$ cat src/include/core_sfr_pkg.sv
// Package for the core pointer, status and configuration register block.
package core_sfr_pkg;

  // ***********************************************************
  // Direct addresses in the special function register space
  // ***********************************************************
  localparam logic [7:0] ADDR_STACK_TOP_LOW = 8'h81;
  localparam logic [7:0] ADDR_POINTER_LOW_BYTE = 8'h82;
  localparam logic [7:0] ADDR_POINTER_HIGH_BYTE = 8'h83;
  localparam logic [7:0] ADDR_POINTER_PAGE_BYTE = 8'h84;
  localparam logic [7:0] ADDR_POWER_CONTROL = 8'h87;
  localparam logic [7:0] ADDR_CORE_CONFIGURATION = 8'haf;
  localparam logic [7:0] ADDR_STACK_TOP_HIGH = 8'hb7;
  localparam logic [7:0] ADDR_CPU_STATUS_WORD = 8'hd0;

  // ***********************************************************
  // Reset values
  // ***********************************************************
  localparam logic [7:0] RST_STACK_TOP_LOW = 8'h07;
  localparam logic [2:0] RST_STACK_TOP_HIGH = 3'h0;
  localparam logic [7:0] RST_POINTER = 8'h00;
  localparam logic [7:0] RST_POWER_CONTROL = 8'h00;
  localparam logic [7:0] RST_CPU_STATUS_WORD = 8'h00;
  localparam logic [7:0] RST_CORE_CONFIGURATION = 8'h00;

  // ***********************************************************
  // Field positions
  // ***********************************************************
  localparam int STATUS_CARRY = 7;
  localparam int STATUS_HALF_CARRY = 6;
  localparam int STATUS_USER_ZERO = 5;
  localparam int STATUS_BANK_HIGH = 4;
  localparam int STATUS_BANK_LOW = 3;
  localparam int STATUS_SIGNED_RANGE = 2;
  localparam int STATUS_USER_ONE = 1;
  localparam int STATUS_PARITY = 0;
  localparam int POWER_BAUD_DOUBLER = 7;
  localparam int POWER_SERIAL_WAKE = 6;
  localparam int POWER_IRQ_ZERO_WAKE = 5;
  localparam int POWER_STROBE_DISABLE = 4;
  localparam int POWER_SLEEP_REQUEST = 1;
  localparam int CONFIG_WIDE_STACK = 7;
  localparam int CONFIG_XDATA_MAP = 0;
  localparam logic [7:0] POWER_WRITE_MASK = 8'hfe;
  localparam logic [7:0] CONFIG_WRITE_MASK = 8'h81;
  localparam logic [7:0] STATUS_WRITE_MASK = 8'hfe;
  localparam logic [23:0] XDATA_ONCHIP_LIMIT = 24'h0007ff;
  localparam logic [10:0] STACK_WIDE_STEP = 11'h001;

  // ***********************************************************
  // Carriers
  // ***********************************************************
  typedef struct packed {
    logic [7:0] page;
    logic [7:0] high;
    logic [7:0] low;
  } data_pointer_type;

  typedef struct packed {
    data_pointer_type data_pointer;
    logic [7:0] stack_top_low;
    logic [2:0] stack_top_high;
    logic [7:0] cpu_status_word;
    logic [7:0] power_control;
    logic [7:0] core_configuration;
    logic [7:0] read_data;
    logic [10:0] push_address;
    logic push_valid;
    logic asleep;
    logic irq_zero_prev;
    logic strobe_enable;
    logic xdata_onchip;
    logic [1:0] bank;
  } core_state_type;

endpackage

$ cat src/core_pointer_status_config.sv
// Core pointer, stack, status, power control and configuration registers.
`timescale 1ns/100ps

// Overview of operation
// - Data pointer held as page, high, low bytes.
// - Pointer increment carries into the page byte.
// - Push and call increment stack before writing.
// - Stack low byte resets to 07H.
// - Stack high byte low three bits extend pointer.
// - Stack high byte hidden while wide stack off.
// - Wide stack advances 00FFH to 0100H.
// - Narrow stack wraps FFH to 00H.
// - Status flags sit at fixed bit positions.
// - Status bits 4 and 3 select bank.
// - Power bit 7 doubles serial baud rate.
// - Power bit 6 lets serial interrupts wake.
// - Power bit 5 lets irq zero wake.
// - Power bit 4 stops the latch strobe.
// - Power bit 1 enters power-down.
// - Power bits 3,2 plain flags; bit 0 absent.
// - Configuration bits 6 to 1 are absent.
// - Configuration bit 0 maps on-chip memory low.
// - Configuration bit 0 clear routes data off chip.
// - Configuration resets to standard narrow behaviour.
// - Addresses above 0007FFH always go off chip.
// - Stack low byte lives at address 81H.
module core_pointer_status_config (
  input wire logic i_mclk,
  input wire logic i_resetn,
  input wire logic [7:0] i_sfr_addr,
  input wire logic i_sfr_wr,
  input wire logic [7:0] i_sfr_wdata,
  input wire logic i_sfr_rd,
  input wire logic i_pointer_inc,
  input wire logic i_stack_push,
  input wire logic i_stack_pop,
  input wire logic [7:0] i_accumulator,
  input wire logic i_flags_wr,
  input wire logic [7:0] i_flags_wdata,
  input wire logic i_serial_irq,
  input wire logic i_external_irq_zero_pin,
  input wire logic i_irq_zero_edge_mode,
  input wire logic i_xdata_access,
  output logic [7:0] o_sfr_rdata,
  output core_sfr_pkg::data_pointer_type o_data_pointer,
  output logic [10:0] o_stack_address,
  output logic o_push_write,
  output logic [7:0] o_cpu_status_word,
  output logic [1:0] o_bank_select,
  output logic o_baud_doubler,
  output logic o_latch_strobe_enable,
  output logic o_power_down,
  output logic o_onchip_xdata_select
);
  import core_sfr_pkg::*;

  core_state_type state_ff;
  core_state_type nxt_state;

  // ***********************************************************
  // Helpers
  // ***********************************************************
  function automatic logic [10:0] stack_step(input logic [10:0] sp, input logic wide, input logic up);
    logic [10:0] next_sp;
    next_sp = up ? sp + STACK_WIDE_STEP : sp - STACK_WIDE_STEP;
    // Without the wide stack only the low byte moves, so it wraps inside the 256-byte memory.
    if (!wide) begin
      next_sp = {sp[10:8], next_sp[7:0]};
    end
    return next_sp;
  endfunction

  function automatic logic hit(input logic [7:0] addr, input logic [7:0] target);
    return addr == target;
  endfunction

  logic wide_now;
  logic [10:0] sp_now;
  logic irq_zero_wake;

  always_comb begin
    nxt_state = state_ff;
    wide_now = state_ff.core_configuration[CONFIG_WIDE_STACK];
    sp_now = {state_ff.stack_top_high, state_ff.stack_top_low};
    nxt_state.push_valid = 1'b0;

    // ***********************************************************
    // Software writes over direct addressing
    // ***********************************************************
    if (i_sfr_wr) begin
      if (hit(i_sfr_addr, ADDR_STACK_TOP_LOW)) begin
        nxt_state.stack_top_low = i_sfr_wdata;
      end
      if (hit(i_sfr_addr, ADDR_STACK_TOP_HIGH) && wide_now) begin
        nxt_state.stack_top_high = i_sfr_wdata[2:0];
      end
      if (hit(i_sfr_addr, ADDR_POINTER_LOW_BYTE)) begin
        nxt_state.data_pointer.low = i_sfr_wdata;
      end
      if (hit(i_sfr_addr, ADDR_POINTER_HIGH_BYTE)) begin
        nxt_state.data_pointer.high = i_sfr_wdata;
      end
      if (hit(i_sfr_addr, ADDR_POINTER_PAGE_BYTE)) begin
        nxt_state.data_pointer.page = i_sfr_wdata;
      end
      if (hit(i_sfr_addr, ADDR_POWER_CONTROL)) begin
        nxt_state.power_control = i_sfr_wdata & POWER_WRITE_MASK;
      end
      if (hit(i_sfr_addr, ADDR_CORE_CONFIGURATION)) begin
        nxt_state.core_configuration = i_sfr_wdata & CONFIG_WRITE_MASK;
      end
      if (hit(i_sfr_addr, ADDR_CPU_STATUS_WORD)) begin
        nxt_state.cpu_status_word[7:1] = i_sfr_wdata[7:1];
      end
    end

    // Flag updates from the execution unit win over a software write in the same cycle.
    if (i_flags_wr) begin
      nxt_state.cpu_status_word[7:1] = i_flags_wdata[7:1] & STATUS_WRITE_MASK[7:1];
    end
    nxt_state.cpu_status_word[STATUS_PARITY] = ^i_accumulator;

    // ***********************************************************
    // Pointer increment and stack movement
    // ***********************************************************
    if (i_pointer_inc) begin
      nxt_state.data_pointer = state_ff.data_pointer + 24'h000001;
    end

    if (i_stack_push) begin
      // The incremented pointer is both stored and used as the write address.
      {nxt_state.stack_top_high, nxt_state.stack_top_low} = stack_step(sp_now, wide_now, 1'b1);
      nxt_state.push_address = stack_step(sp_now, wide_now, 1'b1);
      nxt_state.push_valid = 1'b1;
    end else if (i_stack_pop) begin
      {nxt_state.stack_top_high, nxt_state.stack_top_low} = stack_step(sp_now, wide_now, 1'b0);
      nxt_state.push_address = sp_now;
    end else begin
      nxt_state.push_address = sp_now;
    end

    // ***********************************************************
    // Power-down entry and wake
    // ***********************************************************
    nxt_state.irq_zero_prev = i_external_irq_zero_pin;
    irq_zero_wake = i_irq_zero_edge_mode ? (state_ff.irq_zero_prev && !i_external_irq_zero_pin)
                                         : !i_external_irq_zero_pin;
    if (state_ff.power_control[POWER_SLEEP_REQUEST] && !state_ff.asleep) begin
      nxt_state.asleep = 1'b1;
    end else if (state_ff.asleep &&
                 ((state_ff.power_control[POWER_SERIAL_WAKE] && i_serial_irq) ||
                  (state_ff.power_control[POWER_IRQ_ZERO_WAKE] && irq_zero_wake))) begin
      nxt_state.asleep = 1'b0;
      nxt_state.power_control[POWER_SLEEP_REQUEST] = 1'b0;
    end

    nxt_state.strobe_enable = !nxt_state.power_control[POWER_STROBE_DISABLE];
    nxt_state.bank = {nxt_state.cpu_status_word[STATUS_BANK_HIGH],
                      nxt_state.cpu_status_word[STATUS_BANK_LOW]};

    // ***********************************************************
    // External data routing
    // ***********************************************************
    nxt_state.xdata_onchip = i_xdata_access &&
                             nxt_state.core_configuration[CONFIG_XDATA_MAP] &&
                             (nxt_state.data_pointer <= XDATA_ONCHIP_LIMIT);

    // ***********************************************************
    // Read data, registered; hidden and unmapped addresses read zero
    // ***********************************************************
    nxt_state.read_data = 8'h00;
    if (i_sfr_rd) begin
      unique case (i_sfr_addr)
        ADDR_STACK_TOP_LOW: nxt_state.read_data = state_ff.stack_top_low;
        ADDR_STACK_TOP_HIGH: nxt_state.read_data = wide_now ? {5'h00, state_ff.stack_top_high} : 8'h00;
        ADDR_POINTER_LOW_BYTE: nxt_state.read_data = state_ff.data_pointer.low;
        ADDR_POINTER_HIGH_BYTE: nxt_state.read_data = state_ff.data_pointer.high;
        ADDR_POINTER_PAGE_BYTE: nxt_state.read_data = state_ff.data_pointer.page;
        ADDR_POWER_CONTROL: nxt_state.read_data = state_ff.power_control;
        ADDR_CORE_CONFIGURATION: nxt_state.read_data = state_ff.core_configuration;
        ADDR_CPU_STATUS_WORD: nxt_state.read_data = state_ff.cpu_status_word;
        default: nxt_state.read_data = 8'h00;
      endcase
    end
  end

  always_ff @(posedge i_mclk or negedge i_resetn) begin
    if (!i_resetn) begin
      state_ff.data_pointer <= {RST_POINTER, RST_POINTER, RST_POINTER};
      state_ff.stack_top_low <= RST_STACK_TOP_LOW;
      state_ff.stack_top_high <= RST_STACK_TOP_HIGH;
      state_ff.cpu_status_word <= RST_CPU_STATUS_WORD;
      state_ff.power_control <= RST_POWER_CONTROL;
      state_ff.core_configuration <= RST_CORE_CONFIGURATION;
      state_ff.read_data <= 8'h00;
      state_ff.push_address <= {RST_STACK_TOP_HIGH, RST_STACK_TOP_LOW};
      state_ff.push_valid <= 1'b0;
      state_ff.asleep <= 1'b0;
      state_ff.irq_zero_prev <= 1'b1;
      state_ff.strobe_enable <= 1'b1;
      state_ff.xdata_onchip <= 1'b0;
      state_ff.bank <= 2'h0;
    end else begin
      state_ff <= nxt_state;
    end
  end

  assign o_sfr_rdata = state_ff.read_data;
  assign o_data_pointer = state_ff.data_pointer;
  assign o_stack_address = state_ff.push_address;
  assign o_push_write = state_ff.push_valid;
  assign o_cpu_status_word = state_ff.cpu_status_word;
  assign o_bank_select = state_ff.bank;
  assign o_baud_doubler = state_ff.power_control[POWER_BAUD_DOUBLER];
  assign o_latch_strobe_enable = state_ff.strobe_enable;
  assign o_power_down = state_ff.asleep;
  assign o_onchip_xdata_select = state_ff.xdata_onchip;

endmodule // core_pointer_status_config

$ cat config.mk
export PLATFORM = sky130hd
export DESIGN_NAME = core_pointer_status_config
export DESIGN_NICKNAME = d
export VERILOG_FILES = /design/src/include/core_sfr_pkg.sv /design/src/core_pointer_status_config.sv
export SDC_FILE = /design/constraint.sdc
export NUM_CORES = 1
export LEC_CHECK = 0
export BUFFER_PORTS_ARGS = -buffer_cell sky130_fd_sc_hd__buf_2
export CORE_MARGIN = 5
export CORE_UTILIZATION = 38
export CTS_CLUSTER_DIAMETER = 60
export DETAILED_ROUTE_END_ITERATION = 10
export PLACE_DENSITY = 0.62
export SYNTH_ARGS = -nofsm -noshare
export SYNTH_HDL_FRONTEND = slang
export SYNTH_SLANG_ARGS = --single-unit
export TNS_END_PERCENT = 20
$ cat constraint.sdc
create_clock -name i_mclk -period 5.01 [get_ports i_mclk]
set_clock_uncertainty 0.1 [all_clocks]
set_input_delay 1.002 -clock i_mclk [delete_from_list [all_inputs] [get_ports i_mclk]]
set_output_delay 1.002 -clock i_mclk [all_outputs]
set_load 0.005 [all_outputs]
==> results_dict.tcl, run 1 <==
set metrics [dict create \
    synthArstFlopShare 1.00 \
    slew_violations 0 \
    p_leak_nw 2.49 \
    grt_max_degree 77 \
    cp_slowest_cell "nor3_1" \
    synth-edff-count 0 \
    start_util 0.386 \
    fin_crit_sh 0.692 \
    dieArea_sq_mm 0.0159 \
    synth_seq_area_share 0.374 \
    clk_path_buf_depth 2 \
    place_congestion 0.923 \
    cp-start-kind "primary input" \
    grt_pass1_vias 4215 \
    post-route-cell-area_sq_mm 0.00566 \
    crit_chain "buf_2 > inv_1 > nor3_1 > a41oi_1 > a2111oi_0 > nor4b_1 > and4bb_1" \
    power_w 0.00226 \
    port_buffers 100 \
    arrival_ns 3.65 \
    clkLatencyLatePin_ns 0.35 \
    grt_pass1_wl_mm 23.5 \
    die_height_um 126 \
    first_iter_violations 457 \
    coreArea_sq_mm 0.0132 \
    ios 102 \
    clock-root-buffer "clkbuf_16" \
    ir_drop_mv 0.150 \
    clk_pin_slew_worst_paths_ns 0.06 \
    required_ns 5.19 \
    wl_per_cell_um 19.0 \
    max_cap_violations 0 \
    drive_above_1_share 0.256 \
    final_common_cell "buf_2" \
    num_rows 42 \
    status "finished, final reports clean" \
    first_pass_iters 5 \
    power.density_mw_per_mm2 399 \
    ctsHoldBuffers 0 \
    worstMarginPinSlew_ns 0.989 \
    route.detailed.drc 0 \
    syn_nets 615 \
    antenna_found_initial 0 \
    worstPathMaxFanout 27 \
    syn_to_final_growth_pct 10.5 \
    slew_headroom 0.341 \
    synth_seq_cells 76 \
    dr_total_vias 4435 \
    netlist_instances 568 \
    hold_viol 0 \
    post-place-ws_ns 1.21 \
    track_usage 0.187 \
    cts_made_buffers 9 \
    wl_mm 14.8 \
    cpLargestDelayFamily "simple AND/OR/NAND/NOR gates" \
    cts_resized 0 \
    synth.distinct_cells 70 \
    post_cts_buffers 0 \
    fmax_mhz 289 \
    clock-sinks 76 \
    netlist_area_sq_mm 0.00512 \
    hold_class "reg -> reg" \
    critPathMaxStageDelay_ns 0.63 \
    cts-htree-levels 3 \
    fp.dieW_um 126 \
    final_cell_mix "buf_2 (99), dfrtp_1 (68), nand2_1 (48)" \
    gr-total-overflow 0 \
    period_minus_slack_ns 3.47 \
    setup_viol 0 \
    grt_setup_unrepaired "no" \
    yosys_warnings 0 \
    post_drt_via_cell_ratio 5.70 \
    final_nets 644 \
    crit_path_end_kind "flop" \
    tns_ns 0 \
    synthFlopType "dfrtp_1" \
    final_core_util 0.427 \
    crit_buf_inv 2 \
    ant_nets 0 \
    diodes 0 \
    crit_type "in -> reg" \
    cts_tree "built" \
    setup_ws_ns 1.54 \
    dpl.hpwl_mm 10.8 \
    avgSynthCellArea_sq_um 9.01 \
    place_area_sq_mm 0.00533 \
]
worst paths after layout:
path                       depth (start not counted)                     to              start  slack, ns
setup / recovery                                   7  o_onchip_xdata_select      i_pointer_inc       1.54
min in group asynchronous                          1              sp_now[7]           i_resetn       0.71
setup reg to reg                                   6  o_onchip_xdata_select  o_data_pointer[2]       1.98
hold / removal                                     2           state_ff[37]       state_ff[37]       0.38
max in group asynchronous                          1  o_onchip_xdata_select           i_resetn       3.49
hold reg to reg                                    2           state_ff[37]       state_ff[37]       0.38
area by class of cell:
class / instances / area (sq um)
fillers: 1371 / 7590
flip-flops and latches: 76 / 1910
clock buffers: 10 / 239
well taps: 176 / 220
inverters: 19 / 71.3
repair buffers: 102 / 518
multi-input cells: 389 / 2610
clock inverters: 6 / 87.6
metrics by stage:
| stage | std cells | hold slack, ns |
|---|---|---|
| after global placement | 762 | 0.365 |
| after detailed placement | 762 | 0.371 |
| after floorplan | 568 | 0.350 |
| after CTS | 778 | 0.384 |
| final | 778 | 0.380 |
| after global routing | 778 | 0.408 |
synth_stat cells (all sizes together), types with 3 or more instances:
master	instances	share of area
and2	4	0.0049
xnor2	18	0.031
ha	3	0.0073
nor2	39	0.029
or4b	3	0.0073
inv	19	0.014
o22a	5	0.0086
buf	63	0.087
xor2	11	0.019
nand2b	4	0.0049
o22ai	4	0.0049
clkbuf	21	0.015
and4	4	0.0068
and3	11	0.013
o21ai	32	0.031
a32oi	4	0.0068
nor4	7	0.014
nand2	48	0.035
nor2b	5	0.0061
mux2	11	0.024
a21oi	34	0.033
a211oi	14	0.021
a221oi	7	0.012
dfrtp	68	0.33
a22o	3	0.0051
nor4b	6	0.010
dfstp	8	0.041
nor3	13	0.016
a31oi	5	0.0061
o31a	3	0.0056
a22oi	4	0.0059
mux2i	22	0.043
nand4	10	0.016
nand3	16	0.016
or4	4	0.0059
or3	4	0.0049
state kept, by name, indices dropped and copies added, names as in the netlist:
register and cells:
o_bank_select 1, o_cpu_status_word 7, o_latch_strobe_enable 1, o_sfr_rdata 8, o_push_write 1, sp_now 11, state_ff 9, o_data_pointer 24
o_power_down 1, o_stack_address 11, o_baud_doubler 1, o_onchip_xdata_select 1
logic make-up (layout without fill, tap and decap cells):
logic type / after synthesis / after routing / share of synthesized area
AOI/OAI and AO/OA: 137 / 137 / 0.180
xor gates and xnor gates: 29 / 29 / 0.0496
adders and majority gates: 3 / 3 / 0.00734
buffers and inverters: 103 / 137 / 0.117
DFF: 76 / 76 / 0.374
muxes: 33 / 33 / 0.0673
and+or+nand+nor: 187 / 187 / 0.205
tightest hold or removal path, delay by kind of cell, from the launching register on:
family / cells / cell delay (ns)
AO/OA/AOI/OAI: 1 / 0.06
flip-flops: 1 / 0.34
AND/OR/NAND/NOR: 1 / 0.04
where the power goes:
group          internal (W)  switching, W  leakage, nW
Sequential         0.000757      0.000213        0.920
Combinational      0.000267      0.000302         1.42
Clock              0.000448      0.000269        0.151
Total               0.00147      0.000784         2.49
routing by layer:
layer  GRT usage  wire [um]  vias to the layer above
met2       0.294       6860                      192
li1            -          -                     2081
met5           0          0                        -
met1       0.251       6560                     2134
met4      0.0669        337                        0
met3      0.0457       1010                       28
No activity file was read; power rests on OpenSTA's default activity.
==> run 2, diff against run 1 <==
PLACE_DENSITY = 0.64   (was 0.62)
clock period = 2.8 ns   (was 5.01 ns; I/O delays follow)
==> results_dict.tcl, run 2 (synthesis results as in run 1) <==
set metrics [dict create \
    status "finished, final reports clean" \
    critPathMaxStageDelay_ns 0.71 \
    drive_above_1_share 0.331 \
    required_ns 2.97 \
    power.density_mw_per_mm2 704 \
    final_nets 710 \
    gr-max-usage-layer "met2" \
    wl_per_cell_um 19.1 \
    place_congestion 0.903 \
    fp.dieW_um 126 \
    clk_pin_slew_worst_paths_ns 0.06 \
    cts_made_buffers 9 \
    gr-total-overflow 0 \
    clock-root-buffer "clkbuf_16" \
    p_leak_nw 2.84 \
    worstPathMaxFanout 3 \
    grt_pass1_vias 4551 \
    dpl.hpwl_mm 12.3 \
    clock-sinks 76 \
    ir_drop_mv 0.405 \
    coreArea_sq_mm 0.0132 \
    start_util 0.386 \
    num_rows 42 \
    diodes 0 \
    max_cap_violations 0 \
    regToRegEndpoint "o_onchip_xdata_select" \
    ant_nets 0 \
    gr-usage-met2 0.331 \
    dr_total_vias 4701 \
    post_drt_via_cell_ratio 5.57 \
    fill_cells 1324 \
    dp.cells 828 \
    route.detailed.drc 0 \
    crit_path_end_kind "flop" \
    r2r_cells 6 \
    cts_tree "built" \
    worstMarginPinSlew_ns 0.909 \
    use_met3 0.0394 \
    clkLatencyLatePin_ns 0.34 \
    final_common_cell "buf_2" \
    hold_viol 0 \
    setup_viol 0 \
    layoutNonFillerInstCount 844 \
    arrival_ns 2.88 \
    crit_type "in -> reg" \
    clk_path_buf_depth 2 \
    slew_headroom 0.386 \
    rrSetupSlack_ns 0.15 \
    antenna_found_initial 0 \
    hold_class "in -> async" \
    first_pass_iters 4 \
    fin_crit_sh 0.967 \
    track_usage 0.200 \
    crit_chain "buf_2 > or4b_2 > nor4_1 > a41oi_1 > a2111oi_2 > buf_4 > nor4b_1 > and4bb_1" \
    port_buffers 100 \
    grtUsageMet1 0.268 \
    ios 102 \
    final_cell_mix "buf_2 (99), buf_4 (68), dfrtp_1 (68)" \
    rr_startpoint "o_data_pointer[5]" \
    syn_to_final_growth_pct 21.5 \
    wl_mm 16.1 \
    dieArea_sq_mm 0.0159 \
    period_minus_slack_ns 2.71 \
    cp-start-kind "primary input" \
    first_iter_violations 368 \
    grt_pass1_wl_mm 25.2 \
    final_core_util 0.469 \
    fin_hold_ws_ns 0.0992 \
    cts-htree-levels 3 \
    grt_setup_unrepaired "no" \
    slew_violations 0 \
    cp_slowest_cell "or4b_2" \
    grt_max_degree 40 \
    fmax_mhz 369 \
    die_height_um 126 \
    post_cts_buffers 0 \
    ctsHoldBuffers 0 \
    largest_reg_flops 24 \
]
## run 2: timing repair
action / CTS / global route
setup endpoints to repair: 1 / 1
pin swaps: 0 / 1
cloned: 0 / 0
resized for setup: 2 / 0
## run 2: power by group
group          total [W]  leakage, nW  internal [W]  switching, W
registers        0.00167        0.920       0.00136      0.000314
logic            0.00125         1.75      0.000595      0.000656
clock network    0.00145        0.178      0.000969      0.000486
total            0.00437         2.84       0.00292       0.00146
## run 2: through the flow
step                total power [W]  TNS [ns]  setup slack, ns  area (sq um)
finish                      0.00437         0           0.0923          6220
global route                0.00462         0           0.0192          6220
CTS                         0.00439         0           0.0462          6220
detailed placement          0.00293    -0.454           -0.454          5840
global placement            0.00290    -0.348           -0.348          5840
floorplan                   0.00252         0           0.0380          5120
## run 2: critical path, delay by kind of cell
kind	cells	cell delay [ns]
AO/OA/AOI/OAI	2	0.53
AND/OR/NAND/NOR	4	1.51
buffers and inverters	2	0.27
## run 2: final cells by class
| class | count | area (sq um) | area share |
|---|---|---|---|
| Timing Repair Buffer | 168 | 1030 | 0.165 |
| Sequential cell | 76 | 1910 | 0.308 |
| Clock inverter | 7 | 148 | 0.0238 |
| Clock buffer | 9 | 225 | 0.0362 |
| Tap cell | 176 | 220 | 0.0354 |
| Inverter | 19 | 71.3 | 0.0115 |
| Multi-Input combinational cell | 389 | 2610 | 0.420 |
## run 2: routing by layer
metal	wire length [um]	part of all wire
met5	0	0
met4	305	0.019
met3	1060	0.066
met2	7780	0.48
met1	6960	0.43
## run 2: worst max path at each step
stage	slack [ns]	start	endpoint
after floorplan	0.04	i_sfr_addr[4]	o_onchip_xdata_select
after global placement	-0.35	i_sfr_addr[5]	o_onchip_xdata_select
after detailed placement	-0.45	i_sfr_addr[5]	o_onchip_xdata_select
after CTS	0.05	i_sfr_addr[5]	o_onchip_xdata_select
after global routing	0.02	i_sfr_addr[5]	o_onchip_xdata_select
final	0.09	i_sfr_addr[5]	o_onchip_xdata_select
